--- src/usb_core_pkg.sv ---
package usb_core_pkg;

	// ----------------------------------------------------------------
	// Register map
	// ----------------------------------------------------------------
	localparam int ADDR_W = 12;
	localparam logic [11:0] CORE_RESET_CONTROL_OFFSET = 12'h010;
	localparam logic [11:0] CORE_INTERRUPT_STATUS_OFFSET = 12'h014;
	localparam logic [31:0] CORE_RESET_CONTROL_RESET = 32'h80000000;
	localparam logic [31:0] CORE_INTERRUPT_STATUS_RESET = 32'h00000020;

	// ----------------------------------------------------------------
	// Reset control fields
	// ----------------------------------------------------------------
	localparam int BUS_MASTER_IDLE_BIT = 31;
	localparam int DMA_REQUEST_BIT = 30;
	localparam int TX_SELECT_LSB = 6;
	localparam int TX_SELECT_MSB = 10;
	localparam int TX_FLUSH_BIT = 5;
	localparam int RX_FLUSH_BIT = 4;
	localparam int TOKEN_QUEUE_FLUSH_BIT = 3;
	localparam int BUS_RESET_BIT = 1;
	localparam int CORE_RESET_BIT = 0;
	localparam logic [4:0] TX_FLUSH_ALL = 5'h10;
	localparam logic [4:0] TX_SELECT_RESET = 5'h00;

	// ----------------------------------------------------------------
	// Interrupt status fields
	// ----------------------------------------------------------------
	localparam int WAKEUP_BIT = 31;
	localparam int SESSION_REQUEST_BIT = 30;
	localparam int CONN_ID_CHANGE_BIT = 28;
	localparam int SUSPEND_RESET_BIT = 23;
	localparam int FETCH_SUSPENDED_BIT = 22;
	localparam int ISO_OUT_BIT = 21;
	localparam int ISO_IN_BIT = 20;
	localparam int OUT_EP_PENDING_BIT = 19;
	localparam int IN_EP_PENDING_BIT = 18;
	localparam int PERIODIC_FRAME_BIT = 15;
	localparam logic [31:0] STATUS_STICKY_MASK = 32'hD0F08000;

	// ----------------------------------------------------------------
	// Self-clearing timers
	// ----------------------------------------------------------------
	localparam int FLUSH_CLOCKS = 8;
	localparam int NUM_TIMERS = 5;
	localparam int T_TX = 0;
	localparam int T_RX = 1;
	localparam int T_TKQ = 2;
	localparam int T_BUS = 3;
	localparam int T_CORE = 4;

	typedef enum logic {
		T_IDLE,
		T_RUN
	} timer_state_t;

endpackage

--- src/flush_if.sv ---
`timescale 1ns/1ps
`default_nettype none

interface flush_if;
	logic start;
	logic phy_tick;
	logic ready;
	logic busy;

	modport ctrl(output start, output phy_tick, output ready, input busy);
	modport timer(input start, input phy_tick, input ready, output busy);
endinterface

`default_nettype wire

--- src/sync3.sv ---
`timescale 1ns/1ps
`default_nettype none

module sync3 #(
	parameter int WIDTH = 1
) (
	input wire logic clk_sys,
	input wire logic rst,
	input wire logic [WIDTH-1:0] din,
	output logic [WIDTH-1:0] dout
);
	logic [WIDTH-1:0] ff1_reg;
	logic [WIDTH-1:0] ff2_reg;
	logic [WIDTH-1:0] ff3_reg;
	wire [WIDTH-1:0] agree = ~(ff2_reg ^ ff3_reg);
	wire [WIDTH-1:0] dout_next = (ff2_reg & agree) | (dout & ~agree);

	if (WIDTH < 1) begin : g_bad_width
		$error("sync3 needs WIDTH of at least one");
	end

	// A change is taken only once the second and third stages agree.
	always_ff @(posedge clk_sys) begin
		if (rst) begin
			ff1_reg <= '0;
			ff2_reg <= '0;
			ff3_reg <= '0;
			dout <= '0;
		end else begin
			ff1_reg <= din;
			ff2_reg <= ff1_reg;
			ff3_reg <= ff2_reg;
			dout <= dout_next;
		end
	end
endmodule

`default_nettype wire

--- src/flush_timer.sv ---
`timescale 1ns/1ps
`default_nettype none

module flush_timer
	import usb_core_pkg::*;
#(
	parameter int COUNT = FLUSH_CLOCKS
) (
	input wire logic clk_sys,
	input wire logic rst,
	flush_if.timer fl
);
	localparam int CW = $clog2(COUNT + 1);
	localparam logic [CW-1:0] LAST = CW'(COUNT);

	timer_state_t state_reg;
	logic [CW-1:0] sys_cnt_reg;
	logic [CW-1:0] phy_cnt_reg;
	logic busy_reg;

	if (COUNT < 1) begin : g_bad_count
		$error("flush_timer needs COUNT of at least one");
	end

	// Both the bus clock and the sampled PHY clock must each pass COUNT
	// cycles, so the slower of the two sets the length.
	wire sys_done = (sys_cnt_reg == LAST);
	wire phy_done = (phy_cnt_reg == LAST);
	wire finish = sys_done && phy_done && fl.ready;
	wire [CW-1:0] sys_cnt_next = sys_done ? sys_cnt_reg : sys_cnt_reg + 1'b1;
	wire [CW-1:0] phy_cnt_next = (phy_done || !fl.phy_tick) ? phy_cnt_reg : phy_cnt_reg + 1'b1;

	assign fl.busy = busy_reg;

	always_ff @(posedge clk_sys) begin
		if (rst) begin
			state_reg <= T_IDLE;
			sys_cnt_reg <= '0;
			phy_cnt_reg <= '0;
			busy_reg <= 1'b0;
		end else begin
			case (state_reg)
				T_IDLE: begin
					sys_cnt_reg <= '0;
					phy_cnt_reg <= '0;
					if (fl.start) begin
						state_reg <= T_RUN;
						busy_reg <= 1'b1;
					end
				end
				T_RUN: begin
					sys_cnt_reg <= sys_cnt_next;
					phy_cnt_reg <= phy_cnt_next;
					if (finish) begin
						state_reg <= T_IDLE;
						busy_reg <= 1'b0;
					end
				end
				default: begin
					state_reg <= T_IDLE;
					busy_reg <= 1'b0;
				end
			endcase
		end
	end
endmodule

`default_nettype wire

--- src/usb_core_reset_int.sv ---
// Functional notes
// - Reset control top bit reads whether the bus master machine is idle.
// - A read-only bit shows whether a DMA request is in progress.
// - Five-bit select picks one transmit FIFO; 0x10 flushes all of them.
// - Transmit flush bit flushes selection, clears after eight slower-clock cycles.
// - Receive flush bit flushes the whole receive FIFO, clears after eight.
// - Token queue flush bit flushes the IN token learning queue, self-clears.
// - Bus-domain reset resets bus-side logic only, no FIFO or status cleared.
// - Bus-domain reset bit self-clears when done; duration depends on state.
// - Core reset clears all status and control, keeping preserved bits elsewhere.
// - Core reset idles all machines but bus slave and flushes every FIFO.
// - Core reset ends master after data phase, aborts USB at once, self-clears.
// - Wakeup bit sets on resume from suspend, or L1 host resume or wakeup.
// - In device mode, session request sets when B-session-valid rises.
// - Connector ID change bit sets whenever connector ID changes.
// - Suspend reset bit sets only in device mode, suspended in partial power-down.
// - Fetch suspended bit sets only in DMA mode when IN fetching stalls.
// - Iso incomplete bits set together with end of periodic frame.
// - Endpoint pending bits follow any pending endpoint cause, read-only.
// - Interrupt output drives only while the global unmask is one.
// - A status bit reaches the interrupt only with its mask bit set.
`timescale 1ns/1ps
`default_nettype none

module usb_core_reset_int
	import usb_core_pkg::*;
(
	input wire logic clk_sys,
	input wire logic rst,
	input wire logic reg_wr,
	input wire logic reg_rd,
	input wire logic [ADDR_W-1:0] reg_addr,
	input wire logic [31:0] reg_wdata,
	output logic [31:0] reg_rdata,
	input wire logic phy_clk,
	input wire logic bsess_valid,
	input wire logic conn_id,
	input wire logic master_sm_idle,
	input wire logic dma_request_active,
	input wire logic device_mode,
	input wire logic dma_mode,
	input wire logic suspended,
	input wire logic partial_power_down,
	input wire logic l1_state,
	input wire logic resume_evt,
	input wire logic l1_wake_evt,
	input wire logic usb_reset_evt,
	input wire logic fetch_stall_evt,
	input wire logic iso_out_evt,
	input wire logic iso_in_evt,
	input wire logic periodic_frame_evt,
	input wire logic out_endpoint_cause_any,
	input wire logic in_endpoint_cause_any,
	input wire logic global_interrupt_unmask,
	input wire logic [31:0] int_mask,
	output logic irq,
	output logic tx_fifo_flush,
	output logic [4:0] tx_fifo_select,
	output logic rx_fifo_flush,
	output logic in_token_queue_flush,
	output logic bus_domain_soft_reset,
	output logic core_soft_reset,
	output logic master_stop,
	output logic usb_abort
);
	localparam int FLUSH_WAIT_MAX = 400;

	// ----------------------------------------------------------------
	// Pin sampling
	// ----------------------------------------------------------------
	logic [2:0] pins_s;
	logic phy_s_d_reg;
	logic bsess_d_reg;
	logic conn_d_reg;

	sync3 #(.WIDTH(3)) u_sync (
		.clk_sys(clk_sys),
		.rst(rst),
		.din({phy_clk, bsess_valid, conn_id}),
		.dout(pins_s)
	);

	wire phy_s = pins_s[2];
	wire bsess_s = pins_s[1];
	wire conn_s = pins_s[0];
	wire phy_tick = phy_s && !phy_s_d_reg;
	wire bsess_rise = bsess_s && !bsess_d_reg;
	wire conn_change = conn_s ^ conn_d_reg;

	always_ff @(posedge clk_sys) begin
		if (rst) begin
			phy_s_d_reg <= 1'b0;
			bsess_d_reg <= 1'b0;
			conn_d_reg <= 1'b0;
		end else begin
			phy_s_d_reg <= phy_s;
			bsess_d_reg <= bsess_s;
			conn_d_reg <= conn_s;
		end
	end

	// ----------------------------------------------------------------
	// Register decode
	// ----------------------------------------------------------------
	wire ctrl_sel = (reg_addr == CORE_RESET_CONTROL_OFFSET);
	wire stat_sel = (reg_addr == CORE_INTERRUPT_STATUS_OFFSET);
	wire ctrl_wr = reg_wr && ctrl_sel;
	wire stat_wr = reg_wr && stat_sel;

	// ----------------------------------------------------------------
	// Self-clearing control bits
	// ----------------------------------------------------------------
	logic [NUM_TIMERS-1:0] start_vec;
	logic [NUM_TIMERS-1:0] ready_vec;
	logic [NUM_TIMERS-1:0] busy_vec;
	wire tx_busy = busy_vec[T_TX];
	wire rx_busy = busy_vec[T_RX];
	wire core_busy = busy_vec[T_CORE];
	wire bus_busy = busy_vec[T_BUS];

	// A second write to a bit that is still set is absorbed; the running
	// count is not restarted, so software cannot stretch a flush forever.
	assign start_vec[T_TX] = ctrl_wr && reg_wdata[TX_FLUSH_BIT] && !tx_busy;
	assign start_vec[T_RX] = ctrl_wr && reg_wdata[RX_FLUSH_BIT] && !rx_busy;
	assign start_vec[T_TKQ] = ctrl_wr && reg_wdata[TOKEN_QUEUE_FLUSH_BIT] && !busy_vec[T_TKQ];
	assign start_vec[T_BUS] = ctrl_wr && reg_wdata[BUS_RESET_BIT] && !bus_busy;
	assign start_vec[T_CORE] = ctrl_wr && reg_wdata[CORE_RESET_BIT] && !core_busy;
	assign ready_vec[T_TX] = 1'b1;
	assign ready_vec[T_RX] = 1'b1;
	assign ready_vec[T_TKQ] = 1'b1;
	// Both resets hold until the bus master has wound down its transfer.
	assign ready_vec[T_BUS] = master_sm_idle;
	assign ready_vec[T_CORE] = master_sm_idle;

	for (genvar i = 0; i < NUM_TIMERS; i++) begin : g_timer
		flush_if fl();
		assign fl.start = start_vec[i];
		assign fl.phy_tick = phy_tick;
		assign fl.ready = ready_vec[i];
		assign busy_vec[i] = fl.busy;
		flush_timer #(.COUNT(FLUSH_CLOCKS)) u_timer (
			.clk_sys(clk_sys),
			.rst(rst),
			.fl(fl.timer)
		);
	end

	// ----------------------------------------------------------------
	// Reset control register state
	// ----------------------------------------------------------------
	logic idle_flag_reg;
	logic dma_flag_reg;
	logic [4:0] tx_sel_reg;
	wire sel_load = ctrl_wr && !tx_busy;
	wire [4:0] tx_sel_next = core_busy ? TX_SELECT_RESET :
		(sel_load ? reg_wdata[TX_SELECT_MSB:TX_SELECT_LSB] : tx_sel_reg);

	always_ff @(posedge clk_sys) begin
		if (rst) begin
			idle_flag_reg <= CORE_RESET_CONTROL_RESET[BUS_MASTER_IDLE_BIT];
			dma_flag_reg <= 1'b0;
			tx_sel_reg <= TX_SELECT_RESET;
		end else begin
			idle_flag_reg <= master_sm_idle;
			dma_flag_reg <= dma_request_active;
			tx_sel_reg <= tx_sel_next;
		end
	end

	// ----------------------------------------------------------------
	// Interrupt status
	// ----------------------------------------------------------------
	logic [31:0] stat_reg;
	logic [31:0] set_vec;

	always_comb begin
		set_vec = '0;
		set_vec[WAKEUP_BIT] = resume_evt || (l1_state && l1_wake_evt);
		set_vec[SESSION_REQUEST_BIT] = device_mode && bsess_rise;
		set_vec[CONN_ID_CHANGE_BIT] = conn_change;
		set_vec[SUSPEND_RESET_BIT] = device_mode && suspended && partial_power_down &&
			usb_reset_evt;
		set_vec[FETCH_SUSPENDED_BIT] = dma_mode && fetch_stall_evt;
		set_vec[ISO_OUT_BIT] = iso_out_evt;
		set_vec[ISO_IN_BIT] = iso_in_evt;
		set_vec[PERIODIC_FRAME_BIT] = periodic_frame_evt || iso_out_evt || iso_in_evt;
	end

	// The set term is applied after the clear, so an event landing in the
	// same cycle as a write of one survives.
	wire [31:0] clr_vec = stat_wr ? reg_wdata : 32'h00000000;
	wire [31:0] stat_next = core_busy ? 32'h00000000 :
		(((stat_reg & ~clr_vec) | set_vec) & STATUS_STICKY_MASK);

	always_ff @(posedge clk_sys) begin
		if (rst) begin
			stat_reg <= CORE_INTERRUPT_STATUS_RESET & STATUS_STICKY_MASK;
		end else begin
			stat_reg <= stat_next;
		end
	end

	logic [31:0] stat_view;
	always_comb begin
		stat_view = stat_reg | (CORE_INTERRUPT_STATUS_RESET & ~STATUS_STICKY_MASK);
		stat_view[OUT_EP_PENDING_BIT] = out_endpoint_cause_any;
		stat_view[IN_EP_PENDING_BIT] = in_endpoint_cause_any;
	end

	logic [31:0] ctrl_view;
	always_comb begin
		ctrl_view = 32'h00000000;
		ctrl_view[BUS_MASTER_IDLE_BIT] = idle_flag_reg;
		ctrl_view[DMA_REQUEST_BIT] = dma_flag_reg;
		ctrl_view[TX_SELECT_MSB:TX_SELECT_LSB] = tx_sel_reg;
		ctrl_view[TX_FLUSH_BIT] = tx_busy;
		ctrl_view[RX_FLUSH_BIT] = rx_busy;
		ctrl_view[TOKEN_QUEUE_FLUSH_BIT] = busy_vec[T_TKQ];
		ctrl_view[BUS_RESET_BIT] = bus_busy;
		ctrl_view[CORE_RESET_BIT] = core_busy;
	end

	wire [31:0] rd_mux = ctrl_sel ? ctrl_view : (stat_sel ? stat_view : 32'h00000000);
	wire irq_next = global_interrupt_unmask && |(stat_view & int_mask);

	// ----------------------------------------------------------------
	// Registered outputs
	// ----------------------------------------------------------------
	always_ff @(posedge clk_sys) begin
		if (rst) begin
			reg_rdata <= 32'h00000000;
			irq <= 1'b0;
			tx_fifo_flush <= 1'b0;
			tx_fifo_select <= TX_SELECT_RESET;
			rx_fifo_flush <= 1'b0;
			in_token_queue_flush <= 1'b0;
			bus_domain_soft_reset <= 1'b0;
			core_soft_reset <= 1'b0;
			master_stop <= 1'b0;
			usb_abort <= 1'b0;
		end else begin
			reg_rdata <= reg_rd ? rd_mux : reg_rdata;
			irq <= irq_next;
			tx_fifo_flush <= tx_busy || core_busy;
			tx_fifo_select <= core_busy ? TX_FLUSH_ALL : tx_sel_reg;
			rx_fifo_flush <= rx_busy || core_busy;
			in_token_queue_flush <= busy_vec[T_TKQ] || core_busy;
			bus_domain_soft_reset <= bus_busy || core_busy;
			core_soft_reset <= core_busy;
			// The master is only asked to stop; it finishes its data phase
			// and reports idle before either reset can complete.
			master_stop <= bus_busy || core_busy;
			usb_abort <= core_busy;
		end
	end
endmodule

`default_nettype wire

--- config.mk ---
export PLATFORM = sky130hd
export DESIGN_NAME = usb_core_reset_int
export DESIGN_NICKNAME = d
export VERILOG_FILES = /design/src/usb_core_pkg.sv /design/src/flush_if.sv /design/src/sync3.sv /design/src/flush_timer.sv /design/src/usb_core_reset_int.sv
export SDC_FILE = /design/constraint.sdc
export NUM_CORES = 1
export LEC_CHECK = 0
export BUFFER_PORTS_ARGS = -buffer_cell sky130_fd_sc_hd__buf_2
export CAP_MARGIN = 30
export CORE_AREA = 4 4 102 104
export DETAILED_ROUTE_END_ITERATION = 10
export DIE_AREA = 0 0 106 108
export PLACE_DENSITY_LB_ADDON = 0.1
export SLEW_MARGIN = 20
export SYNTH_ARGS = -nofsm -noshare
export SYNTH_HDL_FRONTEND = slang
export SYNTH_SLANG_ARGS = --single-unit
--- constraint.sdc ---
create_clock -name clk_sys -period 1.6 [get_ports clk_sys]
set_input_delay 0 -clock clk_sys [delete_from_list [all_inputs] [get_ports clk_sys]]
set_output_delay 0 -clock clk_sys [all_outputs]
set_load 0.02 [all_outputs]
==> results of run 1 <==
==> what timing repair did <==
| item | 4_1_cts | 5_1_grt |
|---|---|---|
| hold buffers | 39 | 0 |
| gates resized for setup | 0 | 1 |
| hold endpoints to repair | 33 | 0 |
| setup endpoints to repair | 0 | 1 |
==> metrics by stage <==
stage	std cells	utilization (%)	setup WS, ns
2_1_floorplan	543	-	0.193
3_3_place_gp	752	56.4	0.152
3_5_place_dp	752	56.4	0.103
4_1_cts	807	62.6	0.0122
5_1_grt	808	62.7	0.0267
6_report	808	62.7	0.120
==> routing by layer <==
metal,vias to the layer above,track usage (%)
li1,2100,-
met1,1958,25.9
met2,104,35.3
met3,14,2.87
met4,0,7.03
met5,-,0
==> cell type report <==
type	instances	area, sq um
fill	856	3560
multi-input combinational	361	2260
sequential	111	2220
timing repair buffer	150	993
tap	133	166
inverter	37	139
clock buffer	9	124
clock inverter	7	77.6
==> path summary, 6_finish.rpt <==
| check | start | end | cells after the start |
|---|---|---|---|
| max | g_timer[4].u_timer.phy_cnt_reg[1]$_SDFFE_PP0P_ | g_timer[4].u_timer.phy_cnt_reg[2]$_SDFFE_PP0P_ | 5 |
| min | resume_evt | stat_reg[31]$_SDFF_PP0_ | 3 |
| max reg2reg | g_timer[4].u_timer.phy_cnt_reg[1]$_SDFFE_PP0P_ | g_timer[4].u_timer.phy_cnt_reg[2]$_SDFFE_PP0P_ | 5 |
| min reg2reg | reg_rdata[23]$_SDFFE_PP0P_ | reg_rdata[23]$_SDFFE_PP0P_ | 2 |
==> logic make-up (layout without fill, tap and decap cells) <==
kind of cell / count (synthesis) / count (layout) / share of synthesized area [%]
buffers and inverters: 71 / 203 / 6.80
XOR/XNOR: 12 / 12 / 2.20
flip-flops: 111 / 111 / 46.6
adder cells (fa/ha/maj): 20 / 20 / 5.25
other: 1 / 12 / 0.0787
multiplexers: 12 / 12 / 2.52
AO/OA/AOI/OAI: 109 / 109 / 13.6
AND/OR/NAND/NOR: 196 / 196 / 23.0
==> cell usage in the layout (no fill, tap or decap), types with 5 or more instances in the layout <==
cell type        n
a21oi_1         32
and3b_1          6
buf_2           97
buf_4           13
clkbuf_8         9
conb_1          12
dfxtp_1        110
dlygate4sd3_1   39
ha_1            20
inv_1           36
mux2i_1         12
nand2_1         46
nand2b_1        10
nand3_1         28
nand3b_1        15
nand4_1         14
nor2_1          33
nor2b_1         20
o21ai_0         48
or3_1            5
or4_1            5
xnor2_1          5
xor2_1           7
==> worst reg2reg max path, stage by stage, from the launching register on <==
cell,delay [ns]
dfxtp_1,0.39
inv_1,0.06
ha_1,0.19
and3b_1,0.18
or4_1,0.46
a21oi_1,0.14
==> synthesized netlist by cell type (5+ instances only) <==
cell type    n
and3b_1      6
or3_1        5
mux2i_1     12
buf_4       14
nand2_1     46
a21oi_1     32
xnor2_1      5
o21ai_0     48
nand3_1     28
nand3b_1    15
inv_1       36
nand2b_1    10
xor2_1       7
clkbuf_1    12
ha_1        20
or4_1        5
nor2b_1     20
nand4_1     14
dfxtp_1    111
nor2_1      33
==> power groups by stage <==
| stage | Sequential [mW] | Clock [mW] | Combinational [mW] |
|---|---|---|---|
| after global routing | 2.80 | 1.90 | 0.377 |
| after CTS | 2.80 | 1.77 | 0.339 |
| final | 2.80 | 1.72 | 0.346 |
| after global placement | 2.86 | 0 | 0.260 |
| after floorplan | 2.86 | 0 | 0.154 |
| after detailed placement | 2.86 | 0 | 0.263 |
==> summary.md, run 1 <==
| Metric | Value |
|---|---|
| Post-synth EDFFs | `0` |
| Final min period | `between 1 and 1.5 ns` |
| Final Slew Violations | `0` |
| First-pass GRT wire length | `18600 um` |
| Die Area | `0.0114 sq mm` |
| Number of I/O pins | `~150` |
| GPL Wtd Cong | `0.787` |
| Fraction of registers with async set/reset | `0%` |
| Gate power share | `about 7%` |
| Hold Fails Final Rpt | `0` |
| WL met1 | `5120 um` |
| Core ar. | `0.00955 sq mm` |
| PortBufs | `97` |
| FF-to-FF setup slack | `0.12 ns` |
| Initial Util | `49.9%` |
| Remaining antenna violation count | `0` |
| Row count | `36` |
| Residual DRC | `0` |
| H-tree Lvls | `3` |
| P&R area growth vs syn | `25.6%` |
| HPWL after DPL | `roughly 8000 um` |
| Die Y | `108 um` |
| Slowest CP cell | `or4_1` |
| Diodes inserted | `0` |
| Clk sinks | `111` |
| Drt wl/cell | `14.1 um` |
| Int Power | `roughly 3.7 mW` |
| Sequential area share after synthesis | `between 40 and 50%` |
| Library cells used by synthesis | `52` |
| Total power | `4.87 mW` |
| Met3 wire len | `482 um` |
| Highest routed layer | `met4` |
| Met2 Routed Length | `5590 um` |
| Fmax | `676 MHz` |
| Syn_area_per_cell | `~9 sq um` |
| Finish-stage setup viols | `0` |
| Chip width | `between 100 and 150 um` |
| Fin nets | `790` |
| Post-synth top area share | `~47%` |
| Critical Path RT | `1.91 ns` |
| CP max FO | `4` |
| VDD IR max | `0.000416 V` |
| Critical path cell sequence | `inv_1, ha_1, and3b_1, or4_1, a21oi_1` |
| Routed vias/inst | `5.17` |
| Synth Flop Type | `dfxtp_1` |
| Leak | `2.48 nW` |
| Post-Place Cell Area | `0.00539 sq mm` |
| RSZ-0062 raised after global routing | `false` |
| Routed WL | `11400 um` |
| Sequential power share | `a little under three fifths` |
| Largest net degree at the start of global routing | `31` |
| Remaining global-route overflow | `0` |
| Layout cells sized above 1 | `20.3%` |
| Startpoint types | `register` |
| PwrDens | `813 mW/mm^2` |
| Initial drt markers | `195` |
| Initial antenna violation count | `0` |
| Sw Share | `24.0%` |
| CP Buf/Inv Count | `1` |
| Post-synth top area cell | `dfxtp_1` |
| # Max-Cap Violations | `0` |
| Postcts setup bufs | `0` |
| CTS Buf Count | `9` |
| Hold WS | `~0.015 ns` |
| Worst min path class | `in -> reg` |
| FF+latch count, synth | `between 100 and 150` |
| TNS Setup | `0 ns` |
| Clock Tree Buf Depth | `2` |
| Clock power frac | `35.4%` |
| Synth area leaders | `dfxtp_1 (47%), ha_1 (5.2%), o21ai_0 (5.0%), nand2_1 (3.6%), a21oi_1 (3.4%)` |
| CTS tree | `built` |
| Worst-path clk slew | `between 0.1 and 0.15 ns` |
| Psw | `1.17 mW` |
| Clock Root Buffer | `clkbuf_8` |
| Vias | `4176` |
| Clock skew | `0.00952 ns` |
| Gate Count Post-Synth | `532` |
| Vias in the first global route | `approximately 3900` |
| Iteration count of the initial detailed-routing pass | `5` |
| Clock latency on the worst-skew pair | `roughly 0.37 ns` |
| Worst EP arrival | `1.79 ns` |
| Yosys Warn Count | `0` |
| Outcome | `complete, no violations` |
| Crit path max-delay family | `simple AND/OR/NAND/NOR gates` |
| Fin crit share | `between 90% and 100%` |
| Total GRT Usage | `between 20% and 30%` |
| Crit-path max cell delay | `roughly 0.46 ns` |
| Synthesized cell area | `approximately 0.0048 sq mm` |
| Worst slew pin tran | `0.547 ns` |
| Post-route cell area | `0.00599 sq mm` |
| Crit end category | `register` |
| WS Path Type | `reg -> reg` |
| Max_slew headroom | `63.4%` |
(Power assumes the default switching activity.)
==> run 2: changes to the inputs <==
--- a/config.mk
+++ b/config.mk
@@ -7,9 +7,9 @@
 export LEC_CHECK = 0
 export BUFFER_PORTS_ARGS = -buffer_cell sky130_fd_sc_hd__buf_2
 export CAP_MARGIN = 30
-export CORE_AREA = 4 4 102 104
+export CORE_AREA = 4 4 104 106
 export DETAILED_ROUTE_END_ITERATION = 10
-export DIE_AREA = 0 0 106 108
+export DIE_AREA = 0 0 108 110
 export PLACE_DENSITY_LB_ADDON = 0.1
 export SLEW_MARGIN = 20
 export SYNTH_ARGS = -nofsm -noshare
==> run 2 against run 1 <==
Against the previous run:
- fmax down 5.6%
- power up 1.5%
- count of clock-buffer cells in the layout did not move
- utilization fell by 0.98 points
- critical path type unchanged
==> summary.md, run 2 (same netlist as run 1, synthesis figures left out) <==
| Metric | Value |
|---|---|
| GPL Wtd Cong | `0.764 (was 0.787)` |
| Die Area | `0.0119 sq mm (was 0.0114 sq mm)` |
| Fin nets | `793 (was 790)` |
| Critical Path RT | `1.91 ns (about the same)` |
| First-pass GRT wire length | `17800 um (was 18600 um)` |
| Remaining antenna violation count | `0 (unchanged)` |
| Core ar. | `0.00977 sq mm (was 0.00955 sq mm)` |
| Final WS setup | `0.0328 ns (was 0.120 ns)` |
| WS Path Type | `reg -> reg (unchanged)` |
| Drt wl/cell | `13.8 um (was 14.1 um)` |
| # fillers | `874 (was 856)` |
| Vias | `4108 (was 4176)` |
| Clock Tree Buf Depth | `2 (unchanged)` |
| Post-route cell area | `0.00603 sq mm (was 0.00599 sq mm)` |
| CTS Buf Count | `9 (unchanged)` |
| Row count | `36 (unchanged)` |
| PwrDens | `819 mW/mm^2 (was 813 mW/mm^2)` |
| Hold WS | `0.0195 ns (was 0.0153 ns)` |
| Vias in the first global route | `3897 (was 3933)` |
| CTS tree | `built (unchanged)` |
| Initial Util | `48.8% (was 49.9%)` |
| Worst slew pin tran | `0.551 ns (was 0.547 ns)` |
| Total power | `4.94 mW (was 4.87 mW)` |
| PortBufs | `97 (unchanged)` |
| Clk sinks | `111 (unchanged)` |
| Layout cells sized above 1 | `20.7% (was 20.3%)` |
| Die Y | `110 um (was 108 um)` |
| H-tree Lvls | `3 (unchanged)` |
| Max_slew headroom | `63.2% (was 63.4%)` |
| Initial antenna violation count | `0 (unchanged)` |
| # Max-Cap Violations | `0 (unchanged)` |
| Leak | `2.51 nW (was 2.48 nW)` |
| Routed vias/inst | `5.07 (was 5.17)` |
| Crit end category | `register (unchanged)` |
| Chip width | `108 um (was 106 um)` |
| Worst min path class | `in -> reg (unchanged)` |
| Residual DRC | `0 (unchanged)` |
| Clock skew | `0.0120 ns (was 0.00952 ns)` |
| Worst EP arrival | `1.87 ns (was 1.79 ns)` |
| Commonest non-fill, non-tap cell in the layout | `dfxtp_1 (unchanged)` |
| HPWL after DPL | `7900 um (was 7890 um)` |
| VDD IR max | `0.000420 V (was 0.000416 V)` |
| Total GRT Usage | `18.8% (was 20.3%)` |
| Initial drt markers | `124 (was 195)` |
| Clock latency on the worst-skew pair | `0.36 ns (was 0.37 ns)` |
| Startpoint types | `register (unchanged)` |
| Outcome | `complete, no violations (unchanged)` |
| CP max FO | `7 (was 4)` |
| Worst-path clk slew | `0.10 ns (was 0.11 ns)` |
| Routed WL | `11100 um (was 11400 um)` |
| Fin crit share | `97.9% (was 92.5%)` |
| Final Slew Violations | `0 (unchanged)` |
| RSZ-0062 raised after global routing | `true (was false)` |
| Clock Root Buffer | `clkbuf_8 (unchanged)` |
| Non-filler instance count after layout | `810 (was 808)` |
| DP Worst Slack | `0.111 ns (was 0.103 ns)` |
| Finish-stage setup viols | `0 (unchanged)` |
| Commonest cells after routing, fill and taps aside | `dfxtp_1 (109), buf_2 (97), o21ai_0 (48), nand2_1 (46), dlygate4sd3_1 (40) (was dfxtp_1 (110), buf_2 (97), o21ai_0 (48), nand2_1 (46), dlygate4sd3_1 (39))` |
| Number of I/O pins | `145 (unchanged)` |
| P&R area growth vs syn | `26.5% (was 25.6%)` |
| Iteration count of the initial detailed-routing pass | `4 (was 5)` |
| Final min period | `1.57 ns (was 1.48 ns)` |
| Post-Place Cell Area | `0.00540 sq mm (was 0.00539 sq mm)` |
| Remaining global-route overflow | `0 (unchanged)` |
| Largest net degree at the start of global routing | `31 (unchanged)` |
| Fmax | `638 MHz (was 676 MHz)` |
| Hold Fails Final Rpt | `0 (unchanged)` |
| Inst Count DP | `754 (was 752)` |
| Diodes inserted | `0 (unchanged)` |
## run 2: changes by cell type in the layout (fill, tap and decap cells not counted), sizes merged
| cell | previous run | this run |
|---|---|---|
| inv | 41 | 38 |
| bufinv | 1 | 2 |
| dlygate4sd3 | 39 | 40 |
| clkinv | 1 | 2 |
| buf | 111 | 113 |
## run 2: routing by layer
layer | global-route usage [%] | routed length (um) | up-vias
li1 | - | - | 2095
met1 | 22.6 | 4830 | 1896
met2 | 33.2 | 5500 | 93
met3 | 3.73 | 532 | 24
met4 | 7.30 | 284 | 0
met5 | 0 | 0 | -
## run 2: path summary, 6_finish.rpt
kind                                                         startpoint                      endpoint  slack [ns]  cells past startpoint
worst min-delay path                                       int_mask[20]                irq$_SDFF_PP0_        0.02                      4
worst max register to register  g_timer[4].u_timer.fl.busy$_SDFFE_PP0P_       stat_reg[22]$_SDFF_PP0_        0.03                      3
worst max-delay path            g_timer[4].u_timer.fl.busy$_SDFFE_PP0P_       stat_reg[22]$_SDFF_PP0_        0.03                      3
worst min register to register             u_sync.ff1_reg[0]$_SDFF_PP0_  u_sync.ff2_reg[0]$_SDFF_PP0_        0.44                      1
## run 2: layout make-up
cell class / count / area [sq um] / area share (%)
tap: 133 / 166 / 2.76
timing repair buffer: 153 / 1020 / 16.9
inverter: 37 / 139 / 2.30
sequential: 111 / 2220 / 36.9
clock inverter: 6 / 93.8 / 1.56
multi-input combinational: 361 / 2260 / 37.6
clock buffer: 9 / 124 / 2.05
## run 2: per-stage QoR
stage | setup TNS (ns) | utilization, %
finish | 0 | 61.7
detailed placement | 0 | 55.2
global placement | 0 | 55.2
global route | -0.0000406 | 61.7
floorplan | 0 | -
CTS | 0 | 61.6
## run 2: critical path, cell delays in order, from the launching register on
cell	delay, ns
dfxtp_2	0.38
or2_2	0.35
a311oi_1	0.21
dlygate4sd3_1	0.58
## run 2: what timing repair did
| item | CTS | global route |
|---|---|---|
| hold buffers | 40 | 0 |
| resized for setup | 0 | 4 |
| endpoints found under the setup margin | 0 | 6 |
| setup buffers | 0 | 1 |
| endpoints found under the hold margin | 34 | 0 |
## run 2: where the power goes
| group | switching [mW] | leakage, nW | internal, mW |
|---|---|---|---|
| logic | 0.170 | 1.50 | 0.178 |
| registers | 0.0141 | 0.899 | 2.78 |
| clock network | 0.910 | 0.106 | 0.884 |
| total | 1.09 | 2.51 | 3.85 |
